[src/host_port_pkg.sv]
// Shared constants and carrier types for the host bus and peripheral pin port
package host_port_pkg;

  // ----------------------------------------------------------------
  // Clock and frame timing
  // ----------------------------------------------------------------
  localparam int unsigned CLK_HZ = 125_000_000;
  localparam int unsigned FRAME_HZ = 4_000;
  localparam int unsigned FRAME_CYCLES = CLK_HZ / FRAME_HZ;

  // ----------------------------------------------------------------
  // Register map (five-bit address space)
  // ----------------------------------------------------------------
  localparam int unsigned ADDR_W = 5;
  localparam int unsigned NUM_REGS = 32;
  localparam logic [4:0] PERIPH_CTRL_ADDR = 5'h10;
  localparam logic [4:0] PERIPH_STAT_ADDR = 5'h11;
  localparam logic [7:0] PERIPH_CTRL_RESET = 8'h80;
  localparam logic [7:0] GENERAL_RESET = 8'h00;

  // ----------------------------------------------------------------
  // Field positions
  // ----------------------------------------------------------------
  localparam int unsigned ADDR_LSB = 1;
  localparam int unsigned CTRL_OUT_BIT = 0;
  localparam int unsigned CTRL_IO_VAL_BIT = 1;
  localparam int unsigned CTRL_IO_DIR_BIT = 2;
  localparam int unsigned CTRL_OUT_ALT_BIT = 3;
  localparam int unsigned CTRL_IO_ALT_BIT = 4;
  localparam int unsigned CTRL_INT_EN_BIT = 7;
  localparam int unsigned STAT_CHANGE_BIT = 0;
  localparam int unsigned STAT_IN_A_BIT = 5;
  localparam int unsigned STAT_IN_B_BIT = 6;
  localparam int unsigned STAT_IO_BIT = 7;

  // ----------------------------------------------------------------
  // Carriers
  // ----------------------------------------------------------------
  typedef struct packed {
    logic ale;
    logic cs_n;
    logic rd_n;
    logic wr_n;
    logic [7:0] ad;
  } host_bus_in_t;

  typedef struct packed {
    logic write;
    logic [4:0] addr;
    logic [7:0] wdata;
  } cmd_req_t;

  typedef struct packed {
    logic io_pin;
    logic in_b;
    logic in_a;
  } aux_samples_t;

endpackage

[src/aux_frame_sampler.sv]
// Once-per-frame sampler of the auxiliary inputs with change detection
`timescale 1ns/1ns
module aux_frame_sampler
  import host_port_pkg::*;
#(
  parameter int unsigned FRAME_LEN = FRAME_CYCLES
) (
  // Clock and reset
  input wire logic i_ref_clk,
  input wire logic i_reset,
  // Pins and mode
  input wire logic i_aux_in_a,
  input wire logic i_aux_in_b,
  input wire logic i_aux_io_in,
  input wire logic i_io_is_output,
  // Results
  output aux_samples_t o_samples,
  output logic o_change
);

  logic [31:0] frame_count;
  logic frame_tick;
  aux_samples_t next_samples;
  logic differs;

  assign frame_tick = (frame_count == FRAME_LEN - 1);
  // Bidirectional pin keeps its last sample while it is an output
  assign next_samples.in_a = i_aux_in_a;
  assign next_samples.in_b = i_aux_in_b;
  assign next_samples.io_pin = i_io_is_output ? o_samples.io_pin : i_aux_io_in;
  assign differs = (next_samples != o_samples);

  always_ff @(posedge i_ref_clk) begin
    if (i_reset) begin
      frame_count <= '0;
      o_samples <= '0;
      o_change <= 1'b0;
    end else begin
      frame_count <= frame_tick ? '0 : frame_count + 32'd1;
      o_change <= frame_tick & differs;
      if (frame_tick) begin
        o_samples <= next_samples;
      end
    end
  end

endmodule // aux_frame_sampler

[src/host_bus_peripheral_port.sv]
// Multiplexed host bus port, register file and auxiliary pin port
//
// What this block does
// - All timing runs from the one reference clock input.
// - Reset initialises control registers, floats the data, interrupt and bidirectional outputs, and drives the dedicated auxiliary output low.
// - Falling address-latch strobe captures register address from shared bits 1 to 5.
// - Select is latched at that same edge and enables the data phase until its closing strobe edge.
// - Selected read with read strobe low drives the addressed register onto lines.
// - Write data is loaded into the addressed register at the write strobe's rise.
// - Shared lines carry address phase first, then data phase.
// - Interrupt output is open drain, active low, only ever pulled low.
// - Two auxiliary inputs are sampled once per 4 kHz frame into status bits 5, 6.
// - Any sampled input change since last frame raises interrupt; only present values kept.
// - Control bit 2 picks the direction of the bidirectional auxiliary pin.
// - As input, the bidirectional pin is sampled like the others into status bit 7.
// - As output, the bidirectional pin drives control bit 1.
// - Dedicated auxiliary output drives control bit 0 or link status, as selected.
// - Both auxiliary outputs may show subscriber link status instead of register values.
// - On collision the host access goes first; the command access still completes.
// - Every internal register is reachable from the host bus.
`timescale 1ns/1ns
module host_bus_peripheral_port
  import host_port_pkg::*;
#(
  parameter int unsigned FRAME_LEN = FRAME_CYCLES
) (
  // Clock and reset
  input wire logic i_ref_clk,
  input wire logic i_reset,
  // Host multiplexed bus
  input host_bus_in_t i_bus,
  output logic [7:0] o_ad_out,
  output logic o_ad_oe_n,
  // Interrupt, open drain
  output logic o_int_out,
  output logic o_int_oe_n,
  // Internal command access
  input wire logic i_cmd_valid,
  input cmd_req_t i_cmd,
  output logic o_cmd_ready,
  output logic o_cmd_done,
  output logic [7:0] o_cmd_rdata,
  // Auxiliary pins
  input wire logic i_aux_in_a,
  input wire logic i_aux_in_b,
  input wire logic i_aux_io_in,
  output logic o_aux_io_out,
  output logic o_aux_io_oe_n,
  output logic o_aux_out_pin,
  // Subscriber link status
  input wire logic i_subscriber_link_status
);

  // ----------------------------------------------------------------
  // Strobe edge detection
  // ----------------------------------------------------------------
  logic ale_d;
  logic rd_n_d;
  logic wr_n_d;
  logic ale_fall;
  logic rd_fall;
  logic wr_rise;

  assign ale_fall = ale_d & ~i_bus.ale;
  assign rd_fall = rd_n_d & ~i_bus.rd_n;
  assign wr_rise = ~wr_n_d & i_bus.wr_n;

  always_ff @(posedge i_ref_clk) begin
    if (i_reset) begin
      ale_d <= 1'b0;
      rd_n_d <= 1'b1;
      wr_n_d <= 1'b1;
    end else begin
      ale_d <= i_bus.ale;
      rd_n_d <= i_bus.rd_n;
      wr_n_d <= i_bus.wr_n;
    end
  end

  // ----------------------------------------------------------------
  // Address phase
  // ----------------------------------------------------------------
  logic [4:0] addr;
  logic selected;
  logic [7:0] wr_data;
  logic cycle_end;

  // Select covers exactly one data phase, ending at the closing strobe edge
  assign cycle_end = wr_rise | (~rd_n_d & i_bus.rd_n);

  always_ff @(posedge i_ref_clk) begin
    if (i_reset) begin
      addr <= '0;
      selected <= 1'b0;
      wr_data <= '0;
    end else begin
      if (ale_fall) begin
        addr <= i_bus.ad[ADDR_LSB +: ADDR_W];
        selected <= ~i_bus.cs_n;
      end else if (cycle_end) begin
        selected <= 1'b0;
      end
      // Data captured while the strobe is low; the rising edge sees the last value
      if (~i_bus.wr_n) begin
        wr_data <= i_bus.ad;
      end
    end
  end

  // ----------------------------------------------------------------
  // Command access arbitration
  // ----------------------------------------------------------------
  typedef enum logic [0:0] {
    CMD_IDLE = 1'b0,
    CMD_HELD = 1'b1
  } cmd_state_t;

  cmd_state_t cmd_state;
  cmd_state_t next_cmd_state;
  cmd_req_t cmd_held;
  logic cmd_take;
  logic host_write;
  logic host_read;
  logic host_busy;
  logic cmd_go;

  assign cmd_take = i_cmd_valid & o_cmd_ready;
  assign host_write = wr_rise & selected;
  assign host_read = rd_fall & selected;
  // Host strobes win the register port; the held command just waits a cycle
  assign host_busy = host_write | host_read;
  assign cmd_go = (cmd_state == CMD_HELD) & ~host_busy;

  always_comb begin
    next_cmd_state = cmd_state;
    case (cmd_state)
      CMD_IDLE: begin
        if (cmd_take) begin
          next_cmd_state = CMD_HELD;
        end
      end
      CMD_HELD: begin
        if (cmd_go) begin
          next_cmd_state = CMD_IDLE;
        end
      end
      default: begin
        next_cmd_state = CMD_IDLE;
      end
    endcase
  end

  always_ff @(posedge i_ref_clk) begin
    if (i_reset) begin
      cmd_state <= CMD_IDLE;
      o_cmd_ready <= 1'b0;
      o_cmd_done <= 1'b0;
    end else begin
      cmd_state <= next_cmd_state;
      o_cmd_ready <= (cmd_state == CMD_IDLE) & ~cmd_take;
      o_cmd_done <= cmd_go;
    end
  end

  // Copied only when taken, so the request stays still while it waits
  always_ff @(posedge i_ref_clk) begin
    if (i_reset) begin
      cmd_held <= '0;
    end else if (cmd_take) begin
      cmd_held <= i_cmd;
    end
  end

  // ----------------------------------------------------------------
  // Register file
  // ----------------------------------------------------------------
  logic [7:0] regs [NUM_REGS];
  logic wr_en;
  logic [4:0] wr_addr;
  logic [7:0] wr_value;
  logic [7:0] ctrl;
  logic [7:0] status;
  aux_samples_t samples;
  logic change_flag;
  logic sample_change;

  // Host write takes the port first; command write waits one cycle
  assign wr_en = host_write | (cmd_go & cmd_held.write);
  assign wr_addr = host_write ? addr : cmd_held.addr;
  assign wr_value = host_write ? wr_data : cmd_held.wdata;
  assign ctrl = regs[PERIPH_CTRL_ADDR];

  genvar gi;
  generate
    for (gi = 0; gi < NUM_REGS; gi++) begin : g_reg
      localparam logic [4:0] IDX = 5'(gi);
      localparam logic [7:0] RST = (IDX == PERIPH_CTRL_ADDR) ? PERIPH_CTRL_RESET
                                                              : GENERAL_RESET;
      always_ff @(posedge i_ref_clk) begin
        if (i_reset) begin
          regs[gi] <= RST;
        end else if (wr_en && wr_addr == IDX && IDX != PERIPH_STAT_ADDR) begin
          regs[gi] <= wr_value;
        end
      end
    end
  endgenerate

  // ----------------------------------------------------------------
  // Status and auxiliary sampling
  // ----------------------------------------------------------------
  aux_frame_sampler #(
    .FRAME_LEN(FRAME_LEN)
  ) u_sampler (
    .i_ref_clk(i_ref_clk),
    .i_reset(i_reset),
    .i_aux_in_a(i_aux_in_a),
    .i_aux_in_b(i_aux_in_b),
    .i_aux_io_in(i_aux_io_in),
    .i_io_is_output(ctrl[CTRL_IO_DIR_BIT]),
    .o_samples(samples),
    .o_change(sample_change)
  );

  always_comb begin
    status = '0;
    status[STAT_CHANGE_BIT] = change_flag;
    status[STAT_IN_A_BIT] = samples.in_a;
    status[STAT_IN_B_BIT] = samples.in_b;
    status[STAT_IO_BIT] = samples.io_pin;
  end

  logic stat_read;
  logic [7:0] host_rdata;
  logic [7:0] cmd_rdata;

  // A host read of the status register acknowledges the change event
  assign stat_read = rd_fall & selected & (addr == PERIPH_STAT_ADDR);
  assign host_rdata = (addr == PERIPH_STAT_ADDR) ? status : regs[addr];
  assign cmd_rdata = (cmd_held.addr == PERIPH_STAT_ADDR) ? status : regs[cmd_held.addr];

  always_ff @(posedge i_ref_clk) begin
    if (i_reset) begin
      change_flag <= 1'b0;
    end else if (sample_change) begin
      change_flag <= 1'b1;
    end else if (stat_read) begin
      change_flag <= 1'b0;
    end
  end

  // ----------------------------------------------------------------
  // Output pins
  // ----------------------------------------------------------------
  logic next_io_val;
  logic next_out_val;

  assign next_io_val = ctrl[CTRL_IO_ALT_BIT] ? i_subscriber_link_status
                                             : ctrl[CTRL_IO_VAL_BIT];
  assign next_out_val = ctrl[CTRL_OUT_ALT_BIT] ? i_subscriber_link_status
                                               : ctrl[CTRL_OUT_BIT];

  // Data refreshes every cycle; only the enable decides who owns the lines
  always_ff @(posedge i_ref_clk) begin
    if (i_reset) begin
      o_ad_out <= '0;
      o_ad_oe_n <= 1'b1;
    end else begin
      o_ad_out <= host_rdata;
      o_ad_oe_n <= ~(selected & ~i_bus.rd_n);
    end
  end

  // Open drain: level tied low, only the enable moves
  always_ff @(posedge i_ref_clk) begin
    if (i_reset) begin
      o_int_out <= 1'b0;
      o_int_oe_n <= 1'b1;
    end else begin
      o_int_out <= 1'b0;
      o_int_oe_n <= ~(change_flag & ctrl[CTRL_INT_EN_BIT]);
    end
  end

  // Auxiliary pins follow the control register one cycle late
  always_ff @(posedge i_ref_clk) begin
    if (i_reset) begin
      o_aux_io_out <= 1'b0;
      o_aux_io_oe_n <= 1'b1;
      o_aux_out_pin <= 1'b0;
    end else begin
      o_aux_io_out <= next_io_val;
      o_aux_io_oe_n <= ~ctrl[CTRL_IO_DIR_BIT];
      o_aux_out_pin <= next_out_val;
    end
  end

  always_ff @(posedge i_ref_clk) begin
    if (i_reset) begin
      o_cmd_rdata <= '0;
    end else if (cmd_go) begin
      o_cmd_rdata <= cmd_rdata;
    end
  end

endmodule // host_bus_peripheral_port

[config.mk]
export PLATFORM = sky130hd
export DESIGN_NAME = host_bus_peripheral_port
export DESIGN_NICKNAME = d
export VERILOG_FILES = /design/src/host_port_pkg.sv /design/src/aux_frame_sampler.sv /design/src/host_bus_peripheral_port.sv
export SDC_FILE = /design/constraint.sdc
export NUM_CORES = 1
export LEC_CHECK = 0
export BUFFER_PORTS_ARGS = -buffer_cell sky130_fd_sc_hd__buf_2
export CORE_UTILIZATION = 35
export DETAILED_ROUTE_END_ITERATION = 12
export GPL_ROUTABILITY_DRIVEN = 0
export SKIP_LAST_GASP = 1
export SYNTH_ARGS = -nofsm -noshare
export SYNTH_HDL_FRONTEND = slang
export SYNTH_SLANG_ARGS = --single-unit
[constraint.sdc]
create_clock -name i_ref_clk -period 4.2 [get_ports i_ref_clk]
set_input_delay 0.84 -clock i_ref_clk [delete_from_list [all_inputs] [get_ports i_ref_clk]]
set_output_delay 0.84 -clock i_ref_clk [all_outputs]
set_load 0.02 [all_outputs]
==> impl_metrics.csv <==
group,metric,value,unit
run_status,status,"complete, no violations",
clocking,clock-sinks,350,
logic_synthesis,synth_area_per_cell,12.32,um^2
route,drt-initial-drc-count,1463,
pwr,power.share.clock,42.9,%
setup_path,end_kind,"register",
cells_and_area,final_nets,1467,
setup_path,r2r-start,"selected$_SDFFE_PP0P_",
logic_synthesis,synthDominantCellAreaShare,43.37,%
cells_and_area,fillers,4495,
cells_and_area,layout-drive-gt1-share,21.12,%
placed_design,dpl.cell_count,2006,
logic_synthesis,synth_area_leaders,"edfxtp_1 (43%), mux4_2 (15%), dfxtp_1 (12%), nor2_1 (6.8%), mux2i_1 (3.8%)",
clocking,cts_root_buffer,"clkbuf_16",
global_route,grt_max_degree,55,
pwr,seq_power_share,49.5,%
floorplanning,initial_core_util,35.74,%
setup_path,crit_chain,"buf_2 -> and3b_1 -> mux2_2 -> nor4_1 -> a21o_1",
timing,worst_slew_pin_slew,1.159,ns
route,vias_per_cell,5.841,
route,vias,12110,
route,routedWlPerCell,24.45,um
floorplanning,fp.dieW,223.5,um
pwr,intPower,0.006068,W
timing,slew_viol_final,0,
logic_synthesis,ys_ff_latch,350,
setup_path,critPathSlowestCell,"and3b_1",
global_route,antenna_found_initial,1,
run,max_cap_violations,0,
logic_synthesis,netlist_area,17170,um^2
clocking,clkLatencyLatePin,0.54,ns
clocking,path_clk_slew,0.06,ns
logic_synthesis,synth_cells,1394,
timing,relSlewSlack,22.63,%
route,wirelength,50.68,mm
route,first_pass_iters,5,
clocking,clockBufferDepth,3,
logic_synthesis,synth_edf_count,248,
route,drc,0,
logic_synthesis,yosys.area.top_type,"edfxtp_1",
timing,rsz0062_at_grt,"false",
logic_synthesis,async_flop_share,0,%
setup_path,r2r_end,"regs[7][1]$_SDFFCE_PN0P_",
pwr,vdd_drop_max,0.0002138,V
setup_path,arrival,3.37,ns
clocking,tritoncts,"yes",
setup_path,required,4.40,ns
global_route,grtUsageTotal,20.44,%
pwr,switchingPower,0.001872,W
global_route,first_global_vias,11910,
timing,fmax,315.7,MHz
hold_path,hold_depth,2,
placed_design,dp_slack,0.5283,ns
global_route,grt_pass1_wl,76.20,mm
clocking,htreeDepth,2,
cells_and_area,postLayoutCoreUtil,40.44,%
floorplanning,fp.dieArea,49950,um^2
logic_synthesis,yosysSeqAreaShare,55.26,%
pwr,pwr-share-comb,7.6,%
hold_path,hold_path.class,"reg2reg",
setup_path,start_kind,"input pin",
timing,period_needed,3.168,ns
placed_design,placed_cell_area,18190,um^2
clocking,cts_resized,0,
pwr,swShare,23.57,%
logic_synthesis,yosysWarnings,0,
cells_and_area,design_area,19430,um^2
timing,fin_ws,1.032,ns
setup_path,crit_fanout,14,
floorplanning,row_count,80,
global_route,overflow,0,
placed_design,io_buffer_count,55,
timing,fin_worst_skew,0.01603,ns
cells_and_area,num_antenna_cells,0,
setup_path,worstSetupPathType,"in2reg",
clocking,post_cts_buffers,0,
clocking,hold_buffers,0,
setup_path,r2r_setup_slack,1.21,ns
clocking,cts_buffers,39,
hold_path,holdCritStartpoint,"o_cmd_rdata[1]$_SDFFE_PP0N_",
floorplanning,ios,57,
placed_design,hpwl,35.85,mm
logic_synthesis,ys_types,66,
route,final_antenna_net_count,0,
pwr,leakagePower,6.416,nW
setup_path,max_stage_delay,0.68,ns
cells_and_area,area_delta_synth_final,13.15,%
logic_synthesis,syn-num-nets,1429,
cells_and_area,stdcell_count,2073,
hold_path,holdPathEnd,"o_cmd_rdata[1]$_SDFFE_PP0N_",
logic_synthesis,ys.flop_type,"edfxtp_1",
timing,fin_tns_setup,0,ns
pwr,p_per_area,408.6,nW/um^2
floorplanning,core_area,48050,um^2
floorplanning,die_h,223.5,um
timing,setup_viol,0,
timing,hold_viol,0,
timing,min_period_over_period,75.42,%
setup_path,r2r_cells,4,
-- worst max-delay path by stage --
stage / from / endpoint / cells past startpoint
floorplan: i_bus[8] / regs[1][0]$_SDFFCE_PN0P_ / 5
global placement: i_bus[8] / regs[4][4]$_SDFFCE_PN0P_ / 5
detailed placement: i_bus[8] / regs[4][2]$_SDFFCE_PN0P_ / 5
CTS: i_bus[8] / regs[20][2]$_SDFFCE_PN0P_ / 5
global route: i_bus[8] / regs[18][2]$_SDFFCE_PN0P_ / 5
finish: i_bus[8] / regs[7][1]$_SDFFCE_PN0P_ / 5
-- worst max-delay path: cells and delay by family --
family | cells | cell delay [ns]
simple gates | 2 | 1.33
buf+inv | 1 | 0.30
compound gates | 1 | 0.44
mux | 1 | 0.46
-- registers in the layout (all words and copies together) (netlist names), named ones only --
signal / flops
selected: 1
o_ad_out: 8
ale_d: 1
o_cmd_done: 1
o_int_oe_n: 1
cmd_held: 14
rd_n_d: 1
wr_data: 8
o_ad_oe_n: 1
o_cmd_rdata: 8
change_flag: 1
cmd_state: 1
addr: 5
regs: 248
u_sampler.frame_count: 32
u_sampler.o_change: 1
o_aux_io_oe_n: 1
o_cmd_ready: 1
u_sampler.o_samples: 3
o_aux_out_pin: 1
o_aux_io_out: 1
wr_n_d: 1
-- metrics by stage --
step	total power [W]	hold slack, ns
2_1_floorplan	0.004337	0.4062
3_3_place_gp	0.004590	0.4281
3_5_place_dp	0.004599	0.4510
4_1_cts	0.007968	0.4640
5_1_grt	0.008152	0.4778
6_report	0.007939	0.4570
-- layout make-up --
| type | instances | area, um^2 | share of cell area (%) |
|---|---|---|---|
| inverters | 7 | 26.28 | 0.1352 |
| well taps | 615 | 769.5 | 3.960 |
| flip-flops and latches | 350 | 9503 | 48.91 |
| clock buffers | 54 | 1065 | 5.480 |
| repair buffers | 99 | 605.6 | 3.117 |
| clock inverters | 13 | 172.7 | 0.8887 |
| multi-input cells | 935 | 7288 | 37.51 |
-- layout by cell type, fill, tap and decap left out, types with 5 or more instances in the layout --
cell	Yosys	final
o2bb2ai_1	5	5
and2_1	6	6
nor2b_1	9	9
mux2_2	11	11
a211oi_1	8	8
o21ai_0	24	24
or3_1	8	8
mux2i_4	0	8
inv_1	7	7
mux2i_1	66	58
dfxtp_1	102	97
nand4_1	14	14
clkbuf_16	0	40
and4_1	7	7
and3_1	6	6
nand3_1	27	27
clkbuf_1	57	12
xor2_1	23	23
a31oi_1	12	12
nor3_1	12	12
buf_2	25	55
a21oi_1	28	28
nand2_1	105	105
xnor2_1	5	5
edfxtp_1	248	248
buf_4	8	44
o21bai_1	7	7
a21o_1	24	24
mux4_2	111	111
nor4_1	18	17
nand2b_1	14	14
nor2_1	310	310
-- power by group through the flow --
stage / Clock [W] / Combinational (W) / Sequential, W
after detailed placement: 0 / 0.000595 / 0.00400
after global placement: 0 / 0.000588 / 0.00400
after global routing: 0.00358 / 0.000632 / 0.00395
final: 0.00340 / 0.000601 / 0.00393
after CTS: 0.00344 / 0.000596 / 0.00393
after floorplan: 0 / 0.000408 / 0.00393
-- metal layers --
layer / global-route usage (%) / wire [um] / vias to the layer above
li1: - / - / 5260
met1: 27.29 / 20660 / 6159
met2: 33.35 / 24150 / 585
met3: 3.332 / 4129 / 104
met4: 7.821 / 1731 / 0
met5: 0 / 0 / -
-- cell families after synthesis --
logic type / after synthesis / share of synthesized area [%]
AND/OR/NAND/NOR: 562 / 14.56
XOR/XNOR: 28 / 1.428
buffers and inverters: 109 / 2.915
other: 1 / 0.02184
flip-flops: 350 / 55.26
adder cells (fa/ha/maj): 2 / 0.1457
multiplexers: 194 / 19.62
AO/OA/AOI/OAI: 148 / 6.048
-- cells in the mapped netlist (9+ instances only) --
cell / instances
nor2_1: 310
edfxtp_1: 248
mux4_2: 111
nand2_1: 105
dfxtp_1: 102
mux2i_1: 66
clkbuf_1: 57
a21oi_1: 28
nand3_1: 27
buf_2: 25
a21o_1: 24
o21ai_0: 24
xor2_1: 23
nor4_1: 18
nand2b_1: 14
nand4_1: 14
a31oi_1: 12
nor3_1: 12
mux2_2: 11
nor2b_1: 9
Note: power is estimated with default switching activity, not from simulation.
